### src/rtl/adcc_pkg.sv
// adcc_pkg: shared constants and types of the converter control block.
// assumes an 8-bit register port; offsets are indexes on that port.
package adcc_pkg;

   // register port widths
   localparam int REG_AW = 8;
   localparam int REG_DW = 8;

   // register offsets
   localparam logic [7:0] ADDR_CONFIG = 8'h00;
   localparam logic [7:0] ADDR_CONTROL = 8'h01;
   localparam logic [7:0] ADDR_RESULT_HI = 8'h02;
   localparam logic [7:0] ADDR_EXT_IRQ_EN2 = 8'h03;
   localparam logic [7:0] ADDR_IRQ_STATUS = 8'h04;
   localparam logic [7:0] ADDR_IRQ_MASK = 8'h05;

   // converter_config_reg fields
   localparam int CFG_DIV_LSB = 0;
   localparam int CFG_DIV_W = 3;
   localparam int CFG_SHUTDOWN_BIT = 3;
   localparam logic [3:0] CFG_RESET = 4'h0;

   // converter_control_reg fields
   localparam int CTL_MODE_LO_BIT = 2;
   localparam int CTL_MODE_HI_BIT = 3;
   localparam int CTL_BUSY_BIT = 4;
   localparam int CTL_DONE_BIT = 5;
   localparam int CTL_TRACK_MODE_BIT = 6;
   localparam logic [1:0] CTL_MODE_RESET = 2'h0;

   // extended_irq_enable_two fields
   localparam int EXTENDED_IRQ_ENABLE_TWO_EOC_BIT = 1;

   // interrupt status and mask layout
   localparam int IRQ_DONE_BIT = 0;
   localparam int IRQ_OVERRUN_BIT = 1;
   localparam int IRQ_W = 2;
   localparam logic [1:0] IRQ_RESET = 2'h0;

   // start-mode encodings {hi, lo}
   localparam logic [1:0] MODE_SOFTWARE = 2'h0;
   localparam logic [1:0] MODE_TIMER = 2'h1;

   // sequence lengths in conversion clocks
   localparam int TRACK_SAR_CLKS = 3;
   localparam int CONV_SAR_CLKS = 16;

   // divider terminal counts for divide 1, 2, 4, 8, 16
   localparam logic [3:0] DIV_LIM_1 = 4'h0;
   localparam logic [3:0] DIV_LIM_2 = 4'h1;
   localparam logic [3:0] DIV_LIM_4 = 4'h3;
   localparam logic [3:0] DIV_LIM_8 = 4'h7;
   localparam logic [3:0] DIV_LIM_16 = 4'hF;

   typedef enum logic [1:0] {
      ST_IDLE = 2'b00,
      ST_TRACK = 2'b01,
      ST_CONV = 2'b10
   } adcc_seq_t;

endpackage : adcc_pkg

### src/rtl/adcc_top.sv
// adcc_top: conversion control of an on-chip successive-approximation
// converter: clock divider, start selection, tracking, flags, interrupt.
// assumes a register master on ref_clk; cmp_hi_pin and standby_pin come
// from outside the clock domain, timer_ovf from logic on ref_clk.
//
// Behaviour
// RULE1 - the conversion clock is the system clock divided by 1, 2, 4, 8 or 16 per the divide field.
// RULE2 - the two start-mode bits choose software writes or timer overflow as start source.
// RULE3 - in software mode writing a one to the in-progress bit starts a conversion.
// RULE4 - in timed mode each timer overflow starts a conversion.
// RULE5 - the in-progress bit reads one while a conversion runs and zero once it ends.
// RULE6 - the falling edge of the in-progress bit sets the done flag and, when enabled, requests an interrupt.
// RULE7 - software-start users should poll the done flag rather than the in-progress bit.
// RULE8 - each finished result is placed in the result register for software to read.
// RULE9 - with track mode at zero the input is tracked at all times except during conversion.
// RULE10 - with track mode at one a low-power track-and-hold is used, variant picked by start mode.
// RULE11 - low-power software mode tracks for three conversion clocks after the start write.
// RULE12 - low-power timed mode tracks for three conversion clocks after the overflow.
// RULE13 - a conversion ends within sixteen conversion clocks after tracking ends.
// RULE14 - tracking may be shut down while the chip is in standby or sleep.
// RULE15 - software keeps the request rate at or below 100 ksps.
// RULE16 - the end-of-conversion request passes only while its enable bit is one.
// RULE17 - a start arriving during a conversion is ignored and does not restart it.
`timescale 1ns/1ps
`default_nettype none
module adcc_top
   import adcc_pkg::*;
#(
   parameter int RES_W = 8
) (
   // clock and reset
   input wire logic ref_clk,
   input wire logic arst_n,
   // register port
   input wire logic [REG_AW-1:0] reg_addr,
   input wire logic [REG_DW-1:0] reg_wdata,
   input wire logic reg_wr,
   input wire logic reg_rd,
   output logic [REG_DW-1:0] reg_rdata,
   // start sources and power state
   input wire logic timer_ovf,
   input wire logic standby_pin,
   // analogue front end
   input wire logic cmp_hi_pin,
   output logic track_en,
   output logic [RES_W-1:0] dac_code,
   // interrupt
   output logic irq
);

   ////////////////////////////////////////////////////////////////////////
   // elaboration check
   if (RES_W < 1 || RES_W > REG_DW) begin : g_bad_res
      $error("adcc_top: RES_W must lie between 1 and the register width");
   end

   ////////////////////////////////////////////////////////////////////////
   // helpers
   function automatic logic [3:0] div_limit(input logic [2:0] sel);
      logic [3:0] lim;
      lim = DIV_LIM_16;
      unique case (sel)
         3'h0: lim = DIV_LIM_1;
         3'h1: lim = DIV_LIM_2;
         3'h2: lim = DIV_LIM_4;
         3'h3: lim = DIV_LIM_8;
         default: lim = DIV_LIM_16;
      endcase
      return lim;
   endfunction : div_limit

   function automatic logic wr_hit(input logic wr, input logic [7:0] a,
                                   input logic [7:0] target);
      return wr && (a == target);
   endfunction : wr_hit

   ////////////////////////////////////////////////////////////////////////
   // state
   logic [3:0] cfg_q;
   logic [1:0] mode_q;
   logic track_mode_q;
   logic done_flag_q;
   logic eoc_en_q;
   logic [IRQ_W-1:0] irq_stat_q;
   logic [IRQ_W-1:0] irq_stat_d;
   logic [IRQ_W-1:0] irq_mask_q;
   logic [3:0] div_cnt_q;
   logic busy_prev_q;
   logic [RES_W-1:0] result_q;
   logic [REG_DW-1:0] rdata_q;
   logic cmp_meta_q;
   logic cmp_sync_q;
   logic stby_meta_q;
   logic stby_sync_q;

   // sequencer wires
   logic sar_tick;
   logic seq_busy;
   logic seq_tracking;
   logic seq_done;
   logic [RES_W-1:0] seq_result;

   // decode
   logic ctl_wr;
   logic sw_start;
   logic tmr_start;
   logic start_req;
   logic start_go;
   logic overrun;
   logic busy_fall;

   ////////////////////////////////////////////////////////////////////////
   // pin synchronisers
   always_ff @(posedge ref_clk or negedge arst_n) begin
      if (!arst_n) begin
         cmp_meta_q <= 1'b0;
         cmp_sync_q <= 1'b0;
      end else begin
         cmp_meta_q <= cmp_hi_pin;
         cmp_sync_q <= cmp_meta_q;
      end
   end

   always_ff @(posedge ref_clk or negedge arst_n) begin
      if (!arst_n) begin
         stby_meta_q <= 1'b0;
         stby_sync_q <= 1'b0;
      end else begin
         stby_meta_q <= standby_pin;
         stby_sync_q <= stby_meta_q;
      end
   end

   ////////////////////////////////////////////////////////////////////////
   // conversion clock divider; held at zero while idle so the first
   // conversion clock always falls a full period after the start
   assign sar_tick = seq_busy &&
                     (div_cnt_q == div_limit(cfg_q[CFG_DIV_LSB +: CFG_DIV_W]));

   always_ff @(posedge ref_clk or negedge arst_n) begin
      if (!arst_n) begin
         div_cnt_q <= 4'h0;
      end else if (!seq_busy || sar_tick) begin // RULE1
         div_cnt_q <= 4'h0;
      end else begin
         div_cnt_q <= div_cnt_q + 4'h1;
      end
   end

   ////////////////////////////////////////////////////////////////////////
   // start selection
   assign ctl_wr = wr_hit(reg_wr, reg_addr, ADDR_CONTROL);
   // reserved mode codes start nothing
   assign sw_start = ctl_wr && reg_wdata[CTL_BUSY_BIT] &&
                     (mode_q == MODE_SOFTWARE); // RULE2 RULE3
   assign tmr_start = timer_ovf && (mode_q == MODE_TIMER); // RULE2 RULE4
   assign start_req = sw_start || tmr_start;
   assign start_go = start_req && !seq_busy; // RULE17
   assign overrun = start_req && seq_busy; // RULE17

   adcc_sar_seq #(
      .RES_W(RES_W)
   ) u_seq (
      .ref_clk(ref_clk),
      .arst_n(arst_n),
      .sar_tick(sar_tick),
      .start(start_go),
      .lp_track(track_mode_q), // RULE10
      .cmp_hi(cmp_sync_q),
      .busy(seq_busy),
      .tracking(seq_tracking),
      .done(seq_done),
      .dac_code(dac_code),
      .result(seq_result)
   );

   ////////////////////////////////////////////////////////////////////////
   // tracking: continuous outside conversion, or the short low-power
   // window; standby may cut it when software allows
   always_comb begin
      if (cfg_q[CFG_SHUTDOWN_BIT] && stby_sync_q) begin
         track_en = 1'b0; // RULE14
      end else if (track_mode_q) begin
         track_en = seq_tracking; // RULE10 RULE11 RULE12
      end else begin
         track_en = !seq_busy; // RULE9
      end
   end

   ////////////////////////////////////////////////////////////////////////
   // configuration registers
   always_ff @(posedge ref_clk or negedge arst_n) begin
      if (!arst_n) begin
         cfg_q <= CFG_RESET;
      end else if (wr_hit(reg_wr, reg_addr, ADDR_CONFIG)) begin
         cfg_q <= reg_wdata[3:0];
      end
   end

   always_ff @(posedge ref_clk or negedge arst_n) begin
      if (!arst_n) begin
         mode_q <= CTL_MODE_RESET;
         track_mode_q <= 1'b0;
      end else if (ctl_wr) begin
         mode_q <= {reg_wdata[CTL_MODE_HI_BIT], reg_wdata[CTL_MODE_LO_BIT]};
         track_mode_q <= reg_wdata[CTL_TRACK_MODE_BIT];
      end
   end

   always_ff @(posedge ref_clk or negedge arst_n) begin
      if (!arst_n) begin
         eoc_en_q <= 1'b0;
      end else if (wr_hit(reg_wr, reg_addr, ADDR_EXT_IRQ_EN2)) begin
         eoc_en_q <= reg_wdata[EXTENDED_IRQ_ENABLE_TWO_EOC_BIT];
      end
   end

   always_ff @(posedge ref_clk or negedge arst_n) begin
      if (!arst_n) begin
         irq_mask_q <= IRQ_RESET;
      end else if (wr_hit(reg_wr, reg_addr, ADDR_IRQ_MASK)) begin
         irq_mask_q <= reg_wdata[IRQ_W-1:0];
      end
   end

   ////////////////////////////////////////////////////////////////////////
   // done flag and result
   assign busy_fall = busy_prev_q && !seq_busy;

   always_ff @(posedge ref_clk or negedge arst_n) begin
      if (!arst_n) begin
         busy_prev_q <= 1'b0;
      end else begin
         busy_prev_q <= seq_busy;
      end
   end

   // writing zero clears the flag; a finishing conversion in the same
   // cycle wins so no completion is lost
   always_ff @(posedge ref_clk or negedge arst_n) begin
      if (!arst_n) begin
         done_flag_q <= 1'b0;
      end else if (busy_fall) begin
         done_flag_q <= 1'b1; // RULE6
      end else if (ctl_wr && !reg_wdata[CTL_DONE_BIT]) begin
         done_flag_q <= 1'b0;
      end
   end

   always_ff @(posedge ref_clk or negedge arst_n) begin
      if (!arst_n) begin
         result_q <= '0;
      end else if (seq_done) begin
         result_q <= seq_result; // RULE8
      end
   end

   ////////////////////////////////////////////////////////////////////////
   // interrupt status: write one to clear, set wins
   always_comb begin
      irq_stat_d = irq_stat_q;
      if (wr_hit(reg_wr, reg_addr, ADDR_IRQ_STATUS)) begin
         irq_stat_d = irq_stat_q & ~reg_wdata[IRQ_W-1:0];
      end
      if (busy_fall) begin
         irq_stat_d[IRQ_DONE_BIT] = 1'b1; // RULE6
      end
      if (overrun) begin
         irq_stat_d[IRQ_OVERRUN_BIT] = 1'b1;
      end
   end

   always_ff @(posedge ref_clk or negedge arst_n) begin
      if (!arst_n) begin
         irq_stat_q <= IRQ_RESET;
      end else begin
         irq_stat_q <= irq_stat_d;
      end
   end

   // the done request also needs its enable bit, so either the mask or
   // the enable can silence it
   always_ff @(posedge ref_clk or negedge arst_n) begin
      if (!arst_n) begin
         irq <= 1'b0;
      end else begin
         irq <= (irq_stat_q[IRQ_DONE_BIT] && irq_mask_q[IRQ_DONE_BIT] &&
                 eoc_en_q) || // RULE16 RULE6
                (irq_stat_q[IRQ_OVERRUN_BIT] &&
                 irq_mask_q[IRQ_OVERRUN_BIT]);
      end
   end

   ////////////////////////////////////////////////////////////////////////
   // read port: data one cycle after the strobe, zero elsewhere
   always_ff @(posedge ref_clk or negedge arst_n) begin
      if (!arst_n) begin
         rdata_q <= 8'h00;
      end else if (reg_rd) begin
         unique case (reg_addr)
            ADDR_CONFIG: begin
               rdata_q <= {4'h0, cfg_q};
            end
            ADDR_CONTROL: begin
               rdata_q <= {1'b0, track_mode_q, done_flag_q,
                           seq_busy, mode_q, 2'h0}; // RULE5
            end
            ADDR_RESULT_HI: begin
               rdata_q <= REG_DW'(result_q); // RULE8
            end
            ADDR_EXT_IRQ_EN2: begin
               rdata_q <= {6'h00, eoc_en_q, 1'b0};
            end
            ADDR_IRQ_STATUS: begin
               rdata_q <= {6'h00, irq_stat_q};
            end
            ADDR_IRQ_MASK: begin
               rdata_q <= {6'h00, irq_mask_q};
            end
            default: begin
               rdata_q <= 8'h00;
            end
         endcase
      end else begin
         rdata_q <= 8'h00;
      end
   end

   assign reg_rdata = rdata_q;

endmodule : adcc_top
`default_nettype wire

### src/rtl/adcc_sar_seq.sv
// adcc_sar_seq: track and successive-approximation sequencer.
// assumes sar_tick is a one-cycle pulse per conversion clock and that
// cmp_hi is already synchronised to ref_clk.
`timescale 1ns/1ps
`default_nettype none
module adcc_sar_seq
   import adcc_pkg::*;
#(
   parameter int RES_W = 8
) (
   // clock and reset
   input wire logic ref_clk,
   input wire logic arst_n,
   // control
   input wire logic sar_tick,
   input wire logic start,
   input wire logic lp_track,
   input wire logic cmp_hi,
   // status and data
   output logic busy,
   output logic tracking,
   output logic done,
   output logic [RES_W-1:0] dac_code,
   output logic [RES_W-1:0] result
);

   adcc_seq_t state_q;
   logic [4:0] cnt_q;
   logic [RES_W-1:0] trial_q;
   logic last_tick;

   assign last_tick = sar_tick && (cnt_q == 5'(CONV_SAR_CLKS - 1));

   ////////////////////////////////////////////////////////////////////////
   always_ff @(posedge ref_clk or negedge arst_n) begin
      if (!arst_n) begin
         state_q <= ST_IDLE;
         cnt_q <= 5'h00;
      end else begin
         unique case (state_q)
            ST_IDLE: begin
               if (start) begin
                  state_q <= lp_track ? ST_TRACK : ST_CONV; // RULE11 RULE12
                  cnt_q <= 5'h00;
               end
            end
            ST_TRACK: begin
               if (sar_tick) begin
                  if (cnt_q == 5'(TRACK_SAR_CLKS - 1)) begin // RULE11 RULE12
                     state_q <= ST_CONV;
                     cnt_q <= 5'h00;
                  end else begin
                     cnt_q <= cnt_q + 5'h01;
                  end
               end
            end
            ST_CONV: begin
               if (last_tick) begin // RULE13
                  state_q <= ST_IDLE;
               end else if (sar_tick) begin
                  cnt_q <= cnt_q + 5'h01;
               end
            end
            default: begin
               state_q <= ST_IDLE;
               cnt_q <= 5'h00;
            end
         endcase
      end
   end

   ////////////////////////////////////////////////////////////////////////
   // one bit decided per conversion clock, msb first; the remaining
   // clocks of the sixteen give the analogue side settling margin
   always_ff @(posedge ref_clk or negedge arst_n) begin
      if (!arst_n) begin
         trial_q <= {1'b1, {(RES_W-1){1'b0}}};
      end else if (state_q != ST_CONV) begin
         trial_q <= {1'b1, {(RES_W-1){1'b0}}};
      end else if (sar_tick && (int'(cnt_q) < RES_W)) begin
         for (int i = 0; i < RES_W; i++) begin
            if (i == RES_W - 1 - int'(cnt_q)) begin
               if (!cmp_hi) begin
                  trial_q[i] <= 1'b0;
               end
            end
            if (i + 1 == RES_W - 1 - int'(cnt_q)) begin
               trial_q[i] <= 1'b1;
            end
         end
      end
   end

   always_ff @(posedge ref_clk or negedge arst_n) begin
      if (!arst_n) begin
         result <= '0;
         done <= 1'b0;
      end else begin
         done <= (state_q == ST_CONV) && last_tick;
         if ((state_q == ST_CONV) && last_tick) begin
            result <= trial_q;
         end
      end
   end

   assign busy = (state_q != ST_IDLE);
   assign tracking = (state_q == ST_TRACK);
   assign dac_code = trial_q;

endmodule : adcc_sar_seq
`default_nettype wire

### config.mk
export PLATFORM = sky130hd
export DESIGN_NAME = adcc_top
export DESIGN_NICKNAME = d
export VERILOG_FILES = /design/src/rtl/adcc_pkg.sv /design/src/rtl/adcc_top.sv /design/src/rtl/adcc_sar_seq.sv
export SDC_FILE = /design/constraint.sdc
export NUM_CORES = 1
export LEC_CHECK = 0
export BUFFER_PORTS_ARGS = -buffer_cell sky130_fd_sc_hd__buf_2
export CAP_MARGIN = 20
export CORE_ASPECT_RATIO = 0.7
export CORE_MARGIN = 1
export CORE_UTILIZATION = 50
export DETAILED_ROUTE_END_ITERATION = 10
export PLACE_DENSITY = 0.69
export SLEW_MARGIN = 25
export SYNTH_ARGS = -nofsm -noshare
export SYNTH_HDL_FRONTEND = slang
export SYNTH_SLANG_ARGS = --single-unit
### constraint.sdc
create_clock -name ref_clk -period 3.8 [get_ports ref_clk]
set_clock_uncertainty 0.15 [all_clocks]
set_input_delay 0.57 -clock ref_clk [delete_from_list [all_inputs] [get_ports ref_clk]]
set_output_delay 0.57 -clock ref_clk [all_outputs]
set_load 0.05 [all_outputs]
==> metrics.csv, run 1 <==
stage;metric;value;unit
synth;syn_avg_cell_area;11.3;um^2
clock_tree;htreeDepth;3;
sta;hold_viol;0;
sta;max_slew.worst_pin.slew;0.676;ns
sta;drv_slew;0;
pwr;clock_power_share;32.3;%
die;die-area;0.00645;mm^2
sta;tns;0;ns
clock_tree;cts_tree;done;
finish;drive_gt1_share;28.7;%
clock_tree;cts_root_buf;clkbuf_8;
synth;synth_compound_area_share;13.0;%
die;die_y;67.5;um
routing;vias_per_cell;5.64;
routing;wl_per_cell;16.2;um
clock_tree;cts_hold_buf;0;
synth;synthSimpleGateAreaFrac;14.9;%
die;initial_core_util;52.7;%
finish;fillers;499;
global_routing;overflow;0;
critical_path;crit_fanout;14;
pwr;p_leak;0.00169;uW
global_routing;grt_max_degree;41;
synth;ys_warn_count;0;
placed_design;place_congestion;0.849;
synth;synth_top_family_by_area;simple AND/OR/NAND/NOR gates;
sta;fin_ws;1.18;ns
clock_tree;clkLatencyLatePin;0.35;ns
sta;timing.fmax;0.382;GHz
pwr;comb_power_share;29.6;%
sta;fin_hold_ws;0.0457;ns
pwr;powerDensity;576;mW/mm^2
die;coreArea;0.00581;mm^2
routing;drtAntennaViolNets;0;
run;maxCapViolCount;0;
pwr;power.internal;1320;uW
global_routing;antenna_found_initial;0;
finish;fin_nets;347;
synth;yosysTopAreaCell;dfrtp_1;
sta;rsz0062_at_grt;no;
synth;yosys.area_share.adder;3.68;%
synth;synth_seq_cells;63;
clock_tree;cts-resized-gates;0;
synth;synthXorXnorAreaFrac;1.14;%
synth;yosys.cell_types.count;53;
pwr;sequentialPowerShare;38.2;%
synth;synth_edf_count;0;
die;num_rows;23;
synth;yosysMostFrequentCell;dfrtp_1;
synth;synthCells;272;
pwr;switching_share;35.7;%
sta;final.period_utilization;68.9;%
finish;antenna_cells;0;
synth;ys_top_cells_by_area;dfrtp_1 51%, mux2_2 7.7%, ha_1 3.7%;
status;status;completed;
sta;min_period;2.62;ns
synth;ys.flop_type;dfrtp_1;
routing;vias;2226;
sta;slew_headroom;54.6;%
placed_design;pre_cts_ws;1.04;ns
placed_design;place_hpwl;4.71;mm
critical_path;arrival;1.90;ns
finish;final_core_util;61.2;%
routing;drt_iter0_drc;159;
clock_tree;numCtsBuffers;9;
critical_path;worstPathRequired;3.08;ns
clock_tree;clk_pin_slew;0.08;ns
critical_path;crit_path_start_kind;flop;
critical_path;end_kind;output pin;
synth;syn_nets;304;
finish;layoutNonFillerInstCount;395;
routing;drcViolationCount;0;
clock_tree;cts_buffer_depth;2;
sta;finalSetupViolations;0;
critical_path;path_class;flop to output pin;
finish;area_growth;16.2;%
synth;synthMuxAreaShare;12.8;%
synth;synth_common_cells;62 x dfrtp_1, 22 x nand2_1, 21 x mux2_2;
routing;wl;6.42;mm
global_routing;track_usage;22.4;%
synth;synth.yosys.seq_area_share;51.5;%
routing;dr.pass1.iters;4;
global_routing;grt_pass1_wl;10.5;mm
placed_design;dp_cells;379;
die;die_w;95.5;um
global_routing;grt_pass1_vias;2059;
placed_design;port_buffers;39;
pwr;netSwitchingPower;733;uW
synth;synth_top_area_share;50.7;%
clock_tree;cts.sinks;63;
clock_tree;cts_setup_buffers;0;
die;ioPinCount;41;
synth;synth_area;0.00306;mm^2
worst_hold_path;worst_hold_path_type;input pin to async pin;
pwr;peakVddDrop;0.303;mV
synth;async_reset_ff_share;100;%
[flip-flops by register name, indices dropped and copies added, names as in the netlist, 2 cells and up]
register,flops
reg_rdata,8
irq_stat_q,2
u_seq.cnt_q,5
cfg_q,4
irq_mask_q,2
u_seq.state_q,2
result_q,8
u_seq.result,8
div_cnt_q,4
u_seq.dac_code,8
mode_q,2
[critical path: stages, from the launching register on]
cell     delay, ns
dfrtp_1       0.39
inv_1         0.10
ha_1          0.49
mux2i_1       0.15
a21oi_1       0.14
buf_2         0.28
[logic make-up (layout without fill, tap and decap cells)]
group           Yosys count  after routing
simple gates             83             83
flops                    63             63
compound gates           54             54
mux                      35             35
buf+inv                  24             72
fa+ha+maj                 9              9
xor+xnor                  4              4
[layer usage]
metal  wire [um]  up-vias  GRT usage (%)
met5           0        -              0
met4          68        0           5.41
met3         389       13           7.66
met2        2720       67           31.7
met1        3240     1079           32.9
li1            -     1067              -
[cell usage in the layout, fill, tap and decap left out, types with 2 or more instances in the layout]
cell type / Yosys / layout
nand3_1: 7 / 7
mux2_4: 3 / 3
o21ai_0: 15 / 15
a311oi_1: 2 / 2
and2_1: 2 / 2
or3_1: 2 / 2
a2111o_1: 2 / 2
bufinv_16: 0 / 2
nand2b_1: 4 / 4
inv_6: 0 / 3
mux2i_1: 10 / 10
or2_2: 2 / 2
buf_2: 1 / 39
nand2_1: 22 / 22
dfrtp_1: 62 / 62
inv_1: 15 / 15
xnor2_1: 3 / 3
nand3b_1: 2 / 2
and3_1: 2 / 2
nor2_1: 19 / 19
a31oi_1: 2 / 2
a22oi_1: 3 / 3
mux2_2: 21 / 21
a21oi_1: 14 / 14
a211oi_1: 2 / 2
buf_4: 0 / 2
a2111oi_2: 2 / 2
and4b_1: 2 / 2
nor2b_1: 5 / 5
nand4_1: 2 / 2
nor3_1: 4 / 4
clkbuf_8: 0 / 9
ha_1: 9 / 9
[final cells by class]
type                    instances  area (um^2)  area share, %
flip-flops and latches         63         1580           44.4
multi-input cells             185         1390           39.1
repair buffers                 41          210           5.91
clock buffers                   9          124           3.48
clock inverters                 7          103           2.88
well taps                      75         93.8           2.64
inverters                      15         56.3           1.58
[power groups by stage]
stage          Clock, uW  Sequential (uW)  Combinational [uW]
5_1_grt              705              792                 661
2_1_floorplan          0              843                 394
6_report             662              782                 606
3_3_place_gp           0              792                 592
4_1_cts              673              782                 606
3_5_place_dp           0              796                 601
[final timing paths]
| check | startpoint | end | slack (ns) | cells past startpoint |
|---|---|---|---|---|
| worst max register to register | u_seq.cnt_q[0] | u_seq.state_q[0] | 1.23 | 6 |
| worst min register to register | stby_meta_q | stby_sync_q | 0.20 | 0 |
| worst max-delay path | u_seq.state_q[0] | track_en | 1.18 | 5 |
| worst min-delay path | arst_n | u_seq.result[5] | 0.05 | 1 |
| max in group asynchronous | arst_n | stby_meta_q | 2.55 | 2 |
| min in group ref_clk | cmp_hi_pin | cmp_meta_q | 0.18 | 1 |
[through the flow]
stage                     power, uW  instance area (um^2)
final                          2050                  3560
after global routing           2160                  3560
after CTS                      2060                  3560
after detailed placement       1400                  3330
after global placement         1380                  3330
after floorplan                1240                  3060
Note: power is estimated with default switching activity, not from simulation.
==> run 2: changes to the inputs <==
Settings changed: PLACE_DENSITY 0.69 to 0.71.
Clock period 3.8 ns to 2.35 ns, I/O delays scaled along.
==> run 2 against run 1 <==
Compared with the run above:
- combinational power up 91%
- total power rose by 69%
- count of clock-buffer cells in the layout rose by 2
- final area up 7.6%
- first-iteration DRC count grew 11%
- highest routed layer unchanged
==> metrics.csv, run 2 (synthesized netlist as in run 1, its figures left out) <==
stage;metric;value;unit;change
die;die-area;0.00645;mm^2;unchanged
routing;wl_per_cell;15.9;um;was 16.2 um
die;initial_core_util;52.7;%;unchanged
sta;slew_headroom;67.5;%;was 54.6%
clock_tree;clk_pin_slew;0.07;ns;was 0.08 ns
die;num_rows;23;;unchanged
placed_design;port_buffers;39;;unchanged
worst_hold_path;min_to;track_mode_q;;
die;coreArea;0.00581;mm^2;unchanged
routing;drt_iter0_drc;177;;was 159
routing;drcViolationCount;0;;unchanged
clock_tree;cts_root_buf;clkbuf_8;;unchanged
critical_path;r2r-end;u_seq.state_q[0];;unchanged
worst_hold_path;worstHoldPathCells;2;;
worst_hold_path;worst_hold_path_type;input pin to flop;;was input pin to async pin
finish;fin_nets;375;;was 347
clock_tree;clkLatencyLatePin;0.34;ns;was 0.35 ns
critical_path;crit_path_start_kind;flop;;unchanged
clock_tree;cts_tree;done;;unchanged
critical_path;reg2reg_depth;6;;unchanged
placed_design;dp_cells;404;;was 379
clock_tree;cts_buffer_depth;2;;unchanged
global_routing;antenna_found_initial;0;;unchanged
pwr;p_leak;0.00184;uW;was 0.00169 uW
clock_tree;cts.sinks;63;;unchanged
critical_path;r2r_slack;0.07;ns;was 1.23 ns
finish;area_growth;25.0;%;was 16.2%
global_routing;grt_pass1_vias;2205;;was 2,059
routing;dr.pass1.iters;4;;unchanged
critical_path;arrival;2.40;ns;was 1.90 ns
pwr;finalPower;3460;uW;was 2050 uW
global_routing;grt_pass1_wl;10.7;mm;was 10.5 mm
pwr;powerDensity;905;mW/mm^2;was 576 mW/mm^2
routing;drtAntennaViolNets;0;;unchanged
routing;vias_per_cell;5.52;;was 5.64
global_routing;track_usage;22.6;%;was 22.4%
critical_path;rr_startpoint;u_seq.cnt_q[0];;unchanged
global_routing;overflow;0;;unchanged
routing;vias;2334;;was 2,226
sta;drv_slew;0;;unchanged
clock_tree;numCtsBuffers;9;;unchanged
sta;max_slew.worst_pin.slew;0.485;ns;was 0.676 ns
pwr;peakVddDrop;0.504;mV;was 0.303 mV
global_routing;grt_max_degree;32;;was 41
sta;timing.fmax;0.438;GHz;
clock_tree;cts_setup_buffers;0;;unchanged
critical_path;worstPathRequired;2.46;ns;was 3.08 ns
finish;final_cell_mix;61 x dfrtp_1, 39 x buf_2, 25 x buf_4, 22 x nand2_1, 21 x mux2_2;;was 62 x dfrtp_1, 39 x buf_2, 22 x nand2_1, 21 x mux2_2, 19 x nor2_1
placed_design;place_hpwl;5.03;mm;was 4.71 mm
finish;drive_gt1_share;34.5;%;was 28.7%
sta;hold_viol;0;;unchanged
critical_path;path_class;flop to flop;;was flop to output pin
worst_hold_path;worstHoldStart;reg_wdata[6];;
finish;antenna_cells;0;;unchanged
placed_design;place_congestion;0.840;;was 0.849
finish;layout_commonest_cell;dfrtp_1;;unchanged
status;status;completed;;unchanged
die;die_w;95.5;um;unchanged
routing;wl;6.73;mm;was 6.42 mm
sta;fin_ws;0.0676;ns;was 1.18 ns
placed_design;pre_cts_ws;-0.00907;ns;was 1.04 ns
run;maxCapViolCount;0;;unchanged
finish;layoutNonFillerInstCount;423;;was 395
sta;finalSetupViolations;0;;unchanged
die;ioPinCount;41;;unchanged
sta;min_period;2.28;ns;
sta;final.period_utilization;97.1;%;
critical_path;end_kind;flop;;was output pin
critical_path;crit_fanout;2;;was 14
clock_tree;htreeDepth;3;;unchanged
finish;fillers;464;;was 499
die;die_y;67.5;um;unchanged
==> run 2: cell types whose count changed in the layout (fill, tap and decap cells not counted), moves of 2 or more <==
cell and delta:
buf_4 +23, buf_12 +2, inv_6 -3, dlygate4sd3_1 +3
==> run 2: power breakdown <==
group,switching (uW),total (uW),internal [uW]
Clock,417,1040,626
Sequential,78.6,1260,1180
Combinational,687,1160,474
==> run 2: critical path, cell delays in order, from the launching register on <==
cell	delay [ns]
dfrtp_1	0.38
inv_1	0.09
ha_1	0.17
or4b_1	0.48
a2111o_1	0.38
a221oi_4	0.35
mux2i_1	0.22
==> run 2: area by class of cell <==
class | instances | area, um^2 | area share, %
Clock buffer | 11 | 141 | 3.70
Tap cell | 75 | 93.8 | 2.45
Clock inverter | 5 | 81.3 | 2.13
Sequential cell | 63 | 1580 | 41.3
Timing Repair Buffer | 69 | 453 | 11.8
Inverter | 15 | 56.3 | 1.47
Multi-Input combinational cell | 185 | 1420 | 37.1
==> run 2: metal layers <==
metal | vias to the layer above | track usage, % | part of all wire, %
met4 | 0 | 7.28 | 1.2
met2 | 84 | 32.4 | 42
li1 | 1126 | - | -
met5 | - | 0 | 0
met3 | 12 | 5.97 | 6.7
met1 | 1112 | 33.2 | 50
==> run 2: what timing repair did <==
item                                    in CTS  in global routing
gates resized for setup                      0                  5
hold buffers                                 3                  0
endpoints found under the setup margin       0                  7
endpoints found under the hold margin       12                  0
==> run 2: metrics by stage <==
step / cell area, um^2 / hold slack [ns] / util, % / setup TNS (ns)
2_1_floorplan: 3060 / -0.0931 / - / 0
3_3_place_gp: 3540 / 0.0986 / 61.0 / -0.00859
3_5_place_dp: 3540 / 0.103 / 61.0 / -0.0190
4_1_cts: 3800 / 0.0876 / 65.3 / 0
5_1_grt: 3830 / 0.109 / 65.8 / -0.0179
6_report: 3830 / 0.0972 / 65.8 / 0
==> run 2: worst max path at each step <==
stage                startpoint                to  slack [ns]  cells past startpoint
2_1_floorplan  u_seq.state_q[0]          track_en       0.004                      5
3_3_place_gp        reg_addr[3]    u_seq.cnt_q[0]      -0.004                      6
3_5_place_dp        reg_addr[3]    u_seq.cnt_q[4]      -0.009                      6
4_1_cts                cfg_q[2]    u_seq.cnt_q[4]        0.02                      5
5_1_grt          u_seq.cnt_q[0]  u_seq.state_q[0]       -0.02                      6
6_report         u_seq.cnt_q[0]  u_seq.state_q[0]        0.07                      6
